--- config.mk ---
export PLATFORM = sky130hd
export DESIGN_NAME = rxsq_status
export DESIGN_NICKNAME = d
export VERILOG_FILES = /design/src/rxsq_sample_reg.v /design/src/rxsq_status.v
export VERILOG_INCLUDE_DIRS = /design/src
export SDC_FILE = /design/constraint.sdc
export NUM_CORES = 1
export LEC_CHECK = 0
export BUFFER_PORTS_ARGS = -buffer_cell sky130_fd_sc_hd__buf_2
export CAP_MARGIN = 20
export CORE_AREA = 2 2 95 97
export CTS_CLUSTER_DIAMETER = 30
export DETAILED_ROUTE_END_ITERATION = 16
export DIE_AREA = 0 0 97 99
export SKIP_CTS_REPAIR_TIMING = 1
export SYNTH_ARGS = -nofsm -noshare
export SYNTH_HDL_FRONTEND = slang
export SYNTH_HIERARCHICAL = 1
export SYNTH_SLANG_ARGS = --single-unit
--- constraint.sdc ---
create_clock -name sys_clk_i -period 4.7 [get_ports sys_clk_i]
set_clock_uncertainty 0.2 [all_clocks]
set_input_delay 0.705 -clock sys_clk_i [delete_from_list [all_inputs] [get_ports sys_clk_i]]
set_output_delay 0.705 -clock sys_clk_i [all_outputs]
set_load 0.02 [all_outputs]
--- src/rxsq_regs.vh ---
// register offsets, field positions and reset values of the rx quality block
`ifndef RXSQ_REGS_VH
`define RXSQ_REGS_VH

`define RXSQ_ADDR_W            8
`define RXSQ_OFF_BLOCK_STATUS  8'h1_0
`define RXSQ_OFF_INBAND        8'h1_C
`define RXSQ_OFF_MULTIPATH     8'h2_1
`define RXSQ_OFF_IRQ_STATUS    8'h3_0
`define RXSQ_OFF_IRQ_MASK      8'h3_1
`define RXSQ_OFF_CONTROL       8'h3_2

`define RXSQ_BIT_BLOCK0_ERR    3
`define RXSQ_BIT_BLOCK1_ERR    2
`define RXSQ_BIT_BLOCK2_ERR    1
`define RXSQ_BIT_BLOCK3_ERR    0
`define RXSQ_BIT_UPD_TOGGLE    7

`define RXSQ_IRQ_GROUP         0
`define RXSQ_IRQ_ERROR         1
`define RXSQ_IRQ_LEVEL         2
`define RXSQ_IRQ_W             3

`define RXSQ_CTRL_RX_EN        0
`define RXSQ_CTRL_HOLD         1

`define RXSQ_RST_BYTE          8'h0_0
`define RXSQ_RST_CTRL          8'h0_1
`define RXSQ_INBAND_OFFSET_DB  8'h2_8
`define RXSQ_LEVEL_LOW_DEF     8'h3_C
`endif

--- src/rxsq_sample_reg.v ---
// sampling register: captures a value when its load enable is high
`timescale 1ns/1ps
module rxsq_sample_reg
#(
    parameter WIDTH = 8
)
(
    input  wire             sys_clk_i,
    input  wire             reset_i,
    input  wire             load_i,
    input  wire [WIDTH-1:0] data_i,
    output reg  [WIDTH-1:0] data_o
);

    // synchronous clear, then load on enable
    always @(posedge sys_clk_i)
    begin
        if (reset_i)
            data_o <= {WIDTH{1'b0}};
        else if (load_i)
            data_o <= data_i;
    end

endmodule // rxsq_sample_reg

--- src/rxsq_status.v ---
// receive signal quality status registers with group error flags and irq
//
// Overview of operation
// first block error of latest group sits in status bit 3
// second block error of latest group sits in status bit 2
// third block error of latest group sits in status bit 1
// fourth block error of latest group sits in status bit 0
// read-only 8-bit in-band signal strength at offset 1Ch, bits 7:0
// value includes gain correction; software subtracts 40 for dBuV
// read-only 7-bit multipath strength at 21h, bit 7 reserved zero
// group update flag inverts each time a new group completes; the code inverts it only while the rx enable control bit is set
// all four block error flags update together on group completion
`timescale 1ns/1ps
`include "rxsq_regs.vh"
module rxsq_status
#(
    parameter SAMPLE_DIV = 16
)
(
    input  wire       sys_clk_i,
    input  wire       reset_i,
    input  wire [7:0] reg_addr_i,
    input  wire [7:0] reg_wdata_i,
    input  wire       reg_write_i,
    input  wire       reg_read_i,
    output reg  [7:0] reg_rdata_o,
    input  wire       group_done_i,
    input  wire [3:0] block_error_i,
    input  wire [7:0] rssi_raw_i,
    input  wire [7:0] agc_correction_i,
    input  wire [6:0] multipath_raw_i,
    output wire       rx_enable_o,
    output wire       irq_o
);

    // divider state and enable
    reg  [15:0] div_count;
    wire        sample_tick;

    // register contents
    reg  [3:0]  block_errors;
    reg         group_update_toggle;
    reg  [7:0]  control;
    reg  [`RXSQ_IRQ_W-1:0] irq_status;
    reg  [`RXSQ_IRQ_W-1:0] irq_mask;
    reg  [7:0]  level_low;
    wire [7:0]  inband_signal_strength;
    wire [7:0]  multipath_signal_strength;
    wire [7:0]  next_inband;
    wire [8:0]  inband_sum;
    wire        group_take;
    wire        sample_load;
    wire        level_event;
    wire [`RXSQ_IRQ_W-1:0] irq_events;
    wire [`RXSQ_IRQ_W-1:0] irq_clear;
    reg  [7:0]  next_rdata;

    // slow sampling tick keeps the readings steady between host reads
    always @(posedge sys_clk_i)
    begin
        if (reset_i)
            div_count <= 16'h0000;
        else if (sample_tick)
            div_count <= 16'h0000;
        else
            div_count <= div_count + 16'h0001;
    end
    assign sample_tick = (div_count == SAMPLE_DIV[15:0] - 16'h0001);

    // gain corrected strength, saturates rather than wrapping
    assign inband_sum  = {1'b0, rssi_raw_i} + {1'b0, agc_correction_i};
    assign next_inband = inband_sum[8] ? 8'hFF : inband_sum[7:0];

    // hold bit freezes the readings while software compares them
    assign sample_load = sample_tick & ~control[`RXSQ_CTRL_HOLD];
    assign rx_enable_o = control[`RXSQ_CTRL_RX_EN];

    // in-band strength sampler
    rxsq_sample_reg #(.WIDTH(8)) u_inband
    (
        .sys_clk_i (sys_clk_i),
        .reset_i   (reset_i),
        .load_i    (sample_load),
        .data_i    (next_inband),
        .data_o    (inband_signal_strength)
    );

    // multipath sampler, top bit stays zero as reserved
    rxsq_sample_reg #(.WIDTH(8)) u_multipath
    (
        .sys_clk_i (sys_clk_i),
        .reset_i   (reset_i),
        .load_i    (sample_load),
        .data_i    ({1'b0, multipath_raw_i}),
        .data_o    (multipath_signal_strength)
    );

    // groups only counted while receive is enabled
    assign group_take = group_done_i & control[`RXSQ_CTRL_RX_EN];

    // all four flags load in one edge so a read never mixes two groups
    always @(posedge sys_clk_i)
    begin
        if (reset_i)
        begin
            block_errors        <= 4'h0;
            group_update_toggle <= 1'b0;
        end
        else if (group_take)
        begin
            block_errors        <= block_error_i;
            group_update_toggle <= ~group_update_toggle;
        end
    end

    // events: new group, any block error, weak signal sample
    assign level_event = sample_load & (next_inband < level_low);
    assign irq_events  = {level_event, group_take & (|block_error_i),
                          group_take};
    assign irq_clear   = (reg_write_i &&
                          reg_addr_i == `RXSQ_OFF_IRQ_STATUS) ?
                         reg_wdata_i[`RXSQ_IRQ_W-1:0] : {`RXSQ_IRQ_W{1'b0}};

    // sticky status, a new event wins over a simultaneous clear
    always @(posedge sys_clk_i)
    begin
        if (reset_i)
            irq_status <= {`RXSQ_IRQ_W{1'b0}};
        else
            irq_status <= (irq_status & ~irq_clear) | irq_events;
    end

    // software writable registers
    always @(posedge sys_clk_i)
    begin
        if (reset_i)
        begin
            irq_mask  <= {`RXSQ_IRQ_W{1'b0}};
            control   <= `RXSQ_RST_CTRL;
            level_low <= `RXSQ_LEVEL_LOW_DEF;
        end
        else if (reg_write_i)
        begin
            case (reg_addr_i)
                `RXSQ_OFF_IRQ_MASK:
                    irq_mask <= reg_wdata_i[`RXSQ_IRQ_W-1:0];
                `RXSQ_OFF_CONTROL:
                    control <= {6'b000000, reg_wdata_i[1:0]};
                `RXSQ_OFF_CONTROL + 8'h01:
                    level_low <= reg_wdata_i;
                default:
                    control <= control;
            endcase
        end
    end

    assign irq_o = |(irq_status & irq_mask);

    // read mux; unmapped addresses return zero
    always @*
    begin
        next_rdata = 8'h00;
        case (reg_addr_i)
            `RXSQ_OFF_BLOCK_STATUS:
            begin
                next_rdata[`RXSQ_BIT_UPD_TOGGLE] = group_update_toggle;
                next_rdata[`RXSQ_BIT_BLOCK0_ERR] = block_errors[0];
                next_rdata[`RXSQ_BIT_BLOCK1_ERR] = block_errors[1];
                next_rdata[`RXSQ_BIT_BLOCK2_ERR] = block_errors[2];
                next_rdata[`RXSQ_BIT_BLOCK3_ERR] = block_errors[3];
            end
            `RXSQ_OFF_INBAND:
                next_rdata = inband_signal_strength;
            `RXSQ_OFF_MULTIPATH:
                next_rdata = multipath_signal_strength;
            `RXSQ_OFF_IRQ_STATUS:
                next_rdata[`RXSQ_IRQ_W-1:0] = irq_status;
            `RXSQ_OFF_IRQ_MASK:
                next_rdata[`RXSQ_IRQ_W-1:0] = irq_mask;
            `RXSQ_OFF_CONTROL:
                next_rdata = control;
            `RXSQ_OFF_CONTROL + 8'h01:
                next_rdata = level_low;
            default:
                next_rdata = 8'h00;
        endcase
    end

    // read data stands only in the cycle after the strobe
    always @(posedge sys_clk_i)
    begin
        if (reset_i)
            reg_rdata_o <= 8'h00;
        else if (reg_read_i)
            reg_rdata_o <= next_rdata;
        else
            reg_rdata_o <= 8'h00;
    end

endmodule // rxsq_status

==> results of run 1 <==
## synthesized netlist by cell type, types with 8 or more instances
library cell	instances	area (sq um)
dfxtp_1	61	1220
o21ai_0	14	70.1
inv_1	16	60.1
nor2_1	44	165
nand3_1	16	80.1
xnor2_1	9	78.8
mux2i_1	24	240
and3_1	8	50.1
a21oi_1	22	110
ha_1	16	200
nand2_1	26	97.6
## power groups by stage
stage	Sequential [mW]	Combinational, mW	Clock, mW
4_1_cts	0.529	0.139	0.472
6_report	0.529	0.138	0.458
2_1_floorplan	0.539	0.0920	0
3_5_place_dp	0.541	0.138	0
5_1_grt	0.530	0.157	0.492
3_3_place_gp	0.541	0.135	0
## critical path: stages
cell and delay [ns]:
buf_2 0.10, ha_1 0.22, fa_1 0.43, a211oi_1 0.28, o21ai_0 0.27, a41oi_1 0.56
o21ai_0 0.25, ha_1 0.37, and3_1 0.18, and4_1 0.19, nand3_1 0.07, a21o_1 0.18
## layer usage
layer  track usage (%)  vias up
met1              23.3     1397
met5                 0        -
met4              6.18        0
met3              4.40        8
met2              27.9       82
li1                  -     1520
## final timing paths
kind                                         endpoint  slack [ns]  depth (start not counted)
worst max-delay path                    irq_status[2]        0.92                         12
worst min-delay path                   reg_rdata_o[7]        0.26                          2
worst max register to register  u_multipath/data_o[0]        2.52                          7
worst min register to register         reg_rdata_o[7]        0.26                          2
## state kept, by name, indices dropped and copies added (netlist names)
signal / cells
div_count: 16
level_low: 8
reg_rdata_o: 8
u_inband/data_o: 8
u_multipath/data_o: 8
block_errors: 4
irq_mask: 3
irq_status: 3
control: 2
group_update_toggle: 1
## cell type report
class	instances	share of cell area (%)
sequential	61	31.1
inverter	16	1.53
clock inverter	4	1.21
clock buffer	12	3.70
tap	108	3.44
multi-input combinational	294	51.2
timing repair buffer	59	7.84
## per-stage QoR
| stage | power (mW) | area [sq um] | util [%] | worst slack [ns] |
|---|---|---|---|---|
| 4_1_cts | 1.14 | 3910 | 45.7 | 0.948 |
| 3_3_place_gp | 0.676 | 3720 | 43.5 | 0.694 |
| 6_report | 1.12 | 3930 | 45.9 | 0.919 |
| 3_5_place_dp | 0.679 | 3720 | 43.5 | 0.595 |
| 5_1_grt | 1.18 | 3930 | 45.9 | 0.610 |
| 2_1_floorplan | 0.631 | 3380 | - | 1.10 |
## logic make-up (layout without fill, tap and decap cells)
group,count (synthesis),count (layout),synth area share [%]
AO/OA/AOI/OAI,83,83,16.8
AND/OR/NAND/NOR,153,153,24.5
adder cells (fa/ha/maj),17,17,6.52
other,1,1,0.111
multiplexers,26,26,7.77
flip-flops,61,61,36.1
buffers and inverters,33,91,4.52
XOR/XNOR,14,14,3.63
==> impl_metrics.ini, run 1 <==
[clock_network]
cts-root-buf = clkbuf_8
htree_levels = 3
clock_latency_ns = 0.33
numCtsBuffers = 9
path_clk_slew_ns = 0.06
clk_path_buf_depth = 2
clock-sinks = 61
cts_tree = yes

[worst_hold_path]
worstHoldPathType = reg -> reg
min_from = u_multipath/data_o[7]

[logic_synthesis]
synth_fp_nets = 453
synth-edff-count = 0
synthCells = 388
post_synth_instance_area_sq_mm = 0.00338
synth_cell_types = 62
ys_ff_latch = 61
synthFlopType = dfxtp_1
postSynthAreaPerCell_sq_um = 8.71
async_flop_share_pct = 0
yosysWarnings = 6
yosysSeqAreaShare_pct = 36.1

[grt]
grtUsageTotal_pct = 17.6
overflow = 0
grt_pass1_wl_mm = 13.8
antenna_found_initial = 0
grt_pass1_vias = 2856
grt_max_degree = 43

[power_and_ir_drop]
power_switching_uw = 284
vdd_drop_max_mv = 0.123
p_int_uw = 840
seqPwrFrac_pct = 47.1
comb_power_share_pct = 12.2
p_leak_nw = 1.57
pwr-share-clk_pct = 40.7
swShare_pct = 25.3
power.density_mw_per_mm2 = 287

[setup_path]
endpoint_kind = register
arrival_ns = 3.81
r2r_start = div_count[0]
cp-startpoint = rssi_raw_i[0]
worstSetupStartpointType = primary input
crit_fanout = 6
crit_type = in -> reg
critPathRequiredTime_ns = 4.73

[die]
initial_core_util_pct = 39.5
ios = 58
die_area_sq_mm = 0.00960
fp-row-count = 34
core_area_sq_mm = 0.00855
fp.dieW_um = 97
fp.dieH_um = 99

[cells_and_area]
diodes = 0
regArea_sq_mm = 0.00122
num-fill-cells = 868
stdcell_count = 554
area.growth.synth_to_final_pct = 16.1
final_common_cell = dfxtp_1
final_cell_mix = 61 x dfxtp_1, 57 x buf_2, 43 x nor2_1
final_nets = 506
multiInputGateArea_sq_mm = 0.00201
layout-drive-gt1-share_pct = 20.2

[placed_design]
port_buffers = 57
place_congestion = 0.856
dp_hpwl_mm = 6.03
placed_cells = 537

[timing]
max_slew_margin_pct = 48.5
period_share_pct = 80.4
slew_viol_final = 0
min_period_ns = 3.78
hold_violations = 0
tightest_slew_ns = 0.773
fmax_mhz = 264
fin_tns_setup_ns = 0
whs_ns = 0.259
setup_viol = 0
rsz0062_at_grt = false

[drt]
post_drt_wl_per_cell_um = 14.4
routed_via_density = 5.43
vias = 3007
drt_first_iter_violations = 140
postRouteAntennaNets = 0
wl_met2_mm = 3.65
met1Wirelength_mm = 3.85
drt_first_pass_iters = 5
post-route-drc-count = 0
dr_wl_met3_um = 395
wirelength_mm = 7.98
top_layer_used = met4

[job]
maxCapViolCount = 0

[outcome]
status = finished, final reports clean
No activity file was read; power rests on OpenSTA's default activity.
==> inputs of run 2 (changes only) <==
==> constraint.sdc (replaced) <==
create_clock -name sys_clk_i -period 3.8 [get_ports sys_clk_i]
set_clock_uncertainty 0.2 [all_clocks]
set_input_delay 0.57 -clock sys_clk_i [delete_from_list [all_inputs] [get_ports sys_clk_i]]
set_output_delay 0.57 -clock sys_clk_i [all_outputs]
set_load 0.02 [all_outputs]
==> run 2 against run 1 <==
Net effect:
- utilization grew 0.78 points
- non-clock buffer count grew 2
- sequential cell count is the same
- sequential share of layout area shrank 0.52 points
- die area is the same
- wire length grew 1.1%
- cell area grew 1.7%
- cell count grew 0.36%
- first-iteration DRC count shrank 19%
- clock-buffer cell count grew 1
==> impl_metrics.ini, run 2 (synthesized netlist as in run 1, its figures left out) <==
[cells_and_area]
final_nets = 508
final_core_util_pct = 46.7
area.growth.synth_to_final_pct = 18.1
final_common_cell = dfxtp_1
regMostFlops = div_count
stdcell_count = 556
final_cell_mix = 61 x dfxtp_1, 57 x buf_2, 43 x nor2_1
num-fill-cells = 845
layout-drive-gt1-share_pct = 21.2
largest_reg_flops = 16
diodes = 0
final_cell_area_sq_mm = 0.00399

[timing]
fmax_mhz = 294
max_slew_margin_pct = 61.8
rsz0062_at_grt = false
finalWorstSetupSlack_ns = 0.401
setup_viol = 0
tightest_slew_ns = 0.567
hold_violations = 0
min_period_ns = 3.40
whs_ns = 0.258
slew_viol_final = 0
fin_tns_setup_ns = 0
period_share_pct = 89.5

[die]
initial_core_util_pct = 39.5
core_area_sq_mm = 0.00855
fp-row-count = 34
die_area_sq_mm = 0.00960
fp.dieH_um = 99
ios = 58
fp.dieW_um = 97

[drt]
postRouteAntennaNets = 0
drt_first_iter_violations = 114
routed_via_density = 5.38
post-route-drc-count = 0
wirelength_mm = 8.07
post_drt_wl_per_cell_um = 14.5
vias = 2990
drt_first_pass_iters = 4

[setup_path]
r2r_start = div_count[0]
crit_path_cell_trace = buf_2, ha_1, fa_1, a211oi_1, o21ai_0, a41oi_2, o21ai_0, ha_1, and3_1, and4_1, nand3_1, a21o_1
critPathMaxStageDelay_ns = 0.43
rr_endpoint = u_multipath/data_o[6]
r2r_cells = 7
cp_num_cells = 12
crit_buf_inv = 1
arrival_ns = 3.43
crit_fanout = 5
r2r_slack_ns = 1.65
cp-startpoint = rssi_raw_i[0]
cpMaxStageDelayCell = fa_1
endpoint_kind = register
crit_type = in -> reg
endpoint = irq_status[2]
worstSetupStartpointType = primary input
critPathRequiredTime_ns = 3.83
crit_family = compound AO/OA/AOI/OAI gates

[clock_network]
numCtsBuffers = 9
htree_levels = 3
cts-root-buf = clkbuf_8
path_clk_slew_ns = 0.07
clock_latency_ns = 0.34
cts_tree = yes
clk_path_buf_depth = 2
clock-sinks = 61

[placed_design]
placed_area_sq_mm = 0.00374
dp_hpwl_mm = 6.06
placed_cells = 540
pre_cts_slack_ns = -0.0818
port_buffers = 57
place_congestion = 0.840

[power_and_ir_drop]
pwr-share-clk_pct = 45.6
comb_power_share_pct = 11.5
p_int_mw = 1.16
swShare_pct = 23.9
seqPwrFrac_pct = 42.8
vdd_drop_max_mv = 0.176
p_total_mw = 1.53
power_switching_uw = 365
power.density_mw_per_mm2 = 383
p_leak_nw = 1.61

[grt]
grt_pass1_vias = 2790
grt_pass1_wl_mm = 13.6
grt_max_degree = 24
overflow = 0
grtUsageTotal_pct = 17.3
antenna_found_initial = 0

[job]
maxCapViolCount = 0

[outcome]
status = finished, final reports clean

[worst_hold_path]
worstHoldPathType = reg -> reg
## run 2: changes by cell type in the layout (fill, tap and decap cells not counted)
cell        previous run  this run
buf_4                  1         4
bufinv_16              1         2
a41oi_2                0         1
clkbuf_1               2         0
buf_8                  1         0
a41oi_1                2         1
clkinvlp_4             1         0
clkinv_2               2         1
clkbuf_8              10        13
## run 2: final cells by class
class                   count  area (sq um)  area share (%)
inverters                  16          60.1            1.50
flip-flops and latches     61          1220            30.6
clock buffers              13           179            4.48
repair buffers             61           315            7.90
well taps                 108           135            3.39
clock inverters             3          65.1            1.63
multi-input cells         294          2020            50.5
## run 2: power by group through the flow
stage	Combinational [mW]	Clock (mW)	Sequential, mW
2_1_floorplan	0.114	0	0.666
3_3_place_gp	0.170	0	0.669
3_5_place_dp	0.174	0	0.669
4_1_cts	0.175	0.709	0.654
5_1_grt	0.201	0.739	0.655
6_report	0.176	0.697	0.654
## run 2: tightest hold or removal path, delay by kind of cell (launching register included)
| kind | cells | cell delay, ns |
|---|---|---|
| simple gates | 1 | 0.05 |
| compound gates | 1 | 0.05 |
| flops | 1 | 0.31 |
## run 2: how the worst min path moves through the flow
stage	startpoint	endpoint	slack, ns	depth (start not counted)
2_1_floorplan	div_count[0]	div_count[0]	0.23	1
3_3_place_gp	div_count[0]	div_count[0]	0.24	1
3_5_place_dp	u_multipath/data_o[5]	reg_rdata_o[5]	0.25	2
4_1_cts	multipath_raw_i[0]	u_multipath/data_o[0]	0.26	3
5_1_grt	u_multipath/data_o[6]	reg_rdata_o[6]	0.28	2
6_report	u_multipath/data_o[3]	reg_rdata_o[3]	0.26	2
## run 2: per-layer routing
layer | global-route usage [%] | wire, um | vias up
met5 | 0 | 0 | -
met2 | 27.7 | 3620 | 64
met4 | 5.53 | 112 | 0
li1 | - | - | 1535
met3 | 3.62 | 309 | 12
met1 | 23.5 | 4030 | 1379
==> inputs of run 3 (changes only) <==
--- a/config.mk
+++ b/config.mk
@@ -12,7 +12,10 @@
 export CTS_CLUSTER_DIAMETER = 30
 export DETAILED_ROUTE_END_ITERATION = 16
 export DIE_AREA = 0 0 97 99
+export GPL_ROUTABILITY_DRIVEN = 0
+export REMOVE_ABC_BUFFERS = 1
 export SKIP_CTS_REPAIR_TIMING = 1
+export SKIP_LAST_GASP = 1
 export SYNTH_ARGS = -nofsm -noshare
 export SYNTH_HDL_FRONTEND = slang
 export SYNTH_HIERARCHICAL = 1
==> run 3 against run 2 <==
Net effect:
- via count barely moved
- die area did not move
- sequential power barely moved
- cell count rose by 0.18%
- utilization fell by 0.28 points
- clock-buffer cell count fell by 4
- combinational power barely moved
- power fell by 3.8%
- critical path depth did not move
- critical path type unchanged
- critical endpoint unchanged
- largest cell class unchanged
- highest routed layer unchanged
==> impl_metrics.ini, run 3 (synthesized netlist as in run 1, its figures left out) <==
[outcome]
status = finished, final reports clean

[clock_network]
cts_tree = yes
clock_latency_ns = 0.33
numCtsBuffers = 9
clock-sinks = 61
htree_levels = 3
path_clk_slew_ns = 0.07
cts-root-buf = clkbuf_8
clk_path_buf_depth = 2

[setup_path]
endpoint_kind = register
arrival_ns = 3.52
crit_type = in -> reg
crit_fanout = 4
r2r_slack_ns = 1.73
worstSetupStartpointType = primary input
critPathRequiredTime_ns = 3.88

[drt]
top_layer_used = met4
routed_via_density = 5.36
post_drt_wl_per_cell_um = 14.6
wirelength_mm = 8.11
drt_first_iter_violations = 100
met1Wirelength_mm = 3.89
drt_first_pass_iters = 4
post-route-drc-count = 0
vias = 2988
postRouteAntennaNets = 0
dr_wl_met3_um = 367
wl_met2_mm = 3.77

[cells_and_area]
layout-drive-gt1-share_pct = 21.2
regMostFlops = div_count
num-fill-cells = 881
area.growth.synth_to_final_pct = 17.4
final_common_cell = dfxtp_1
final_cell_mix = 61 x dfxtp_1, 57 x buf_2, 43 x nor2_1
final_nets = 509
diodes = 0
largest_reg_flops = 16

[timing]
whs_ns = 0.261
tightest_slew_ns = 0.581
rsz0062_at_grt = false
fmax_mhz = 291
min_period_ns = 3.44
slew_viol_final = 0
setup_viol = 0
period_share_pct = 90.4
max_slew_margin_pct = 61.2
hold_violations = 0

[die]
fp.dieH_um = 99
ios = 58
die_area_sq_mm = 0.00960
initial_core_util_pct = 39.5
core_area_sq_mm = 0.00855
fp.dieW_um = 97
fp-row-count = 34

[grt]
antenna_found_initial = 0
grtUsageTotal_pct = 17.2
overflow = 0
grt_max_degree = 30
grt_pass1_wl_mm = 13.7
grt_pass1_vias = 2907

[job]
maxCapViolCount = 0

[power_and_ir_drop]
vdd_drop_max_mv = 0.235
p_total_mw = 1.47
p_leak_nw = 1.60
power.density_mw_per_mm2 = 371

[placed_design]
port_buffers = 57
dp_hpwl_mm = 6.15

[worst_hold_path]
worstHoldPathType = reg -> reg
-- run 3: area by class of cell --
cell class / instances / area (sq um) / area share (%)
clock inverters: 7 / 96.3 / 2.43
flip-flops and latches: 61 / 1220 / 30.8
repair buffers: 62 / 323 / 8.14
well taps: 108 / 135 / 3.41
clock buffers: 9 / 124 / 3.12
inverters: 16 / 60.1 / 1.51
multi-input cells: 294 / 2010 / 50.6
-- run 3: final timing paths --
path	from	endpoint	cells past startpoint
worst max-delay path	rssi_raw_i[0]	irq_status[2]	12
worst min-delay path	u_multipath/data_o[6]	reg_rdata_o[6]	2
worst max register to register	div_count[0]	u_inband/data_o[7]	7
worst min register to register	u_multipath/data_o[6]	reg_rdata_o[6]	2
-- run 3: per-stage QoR --
step	instance area, sq um	setup slack (ns)	TNS, ns	cells	util [%]
2_1_floorplan	3290	0.339	0	371	-
3_3_place_gp	3750	0.180	0	541	43.8
3_5_place_dp	3750	-0.0235	-0.0235	541	43.8
4_1_cts	3970	0.342	0	557	46.4
5_1_grt	3970	0.0619	0	557	46.4
6_report	3970	0.363	0	557	46.4
-- run 3: power breakdown --
part | leakage (nW) | internal, mW | switching [mW]
clock | 0.114 | 0.372 | 0.267
combinational | 0.991 | 0.0771 | 0.0999
sequential | 0.494 | 0.647 | 0.00673
total | 1.60 | 1.10 | 0.374
-- run 3: worst max-delay path, cell delays in order --
cell      delay [ns]
buf_2           0.10
ha_1            0.23
fa_1            0.43
a211oi_1        0.29
o21ai_0         0.20
a41oi_1         0.38
o21ai_0         0.24
ha_1            0.36
and3_1          0.20
o311a_1         0.11
nor4_1          0.24
a21o_1          0.16
-- run 3: metal layers --
layer / up-vias / global-route usage [%]
met1: 1390 / 21.8
li1: 1528 / -
met3: 9 / 4.68
met2: 61 / 29.3
met4: 0 / 4.12
met5: - / 0
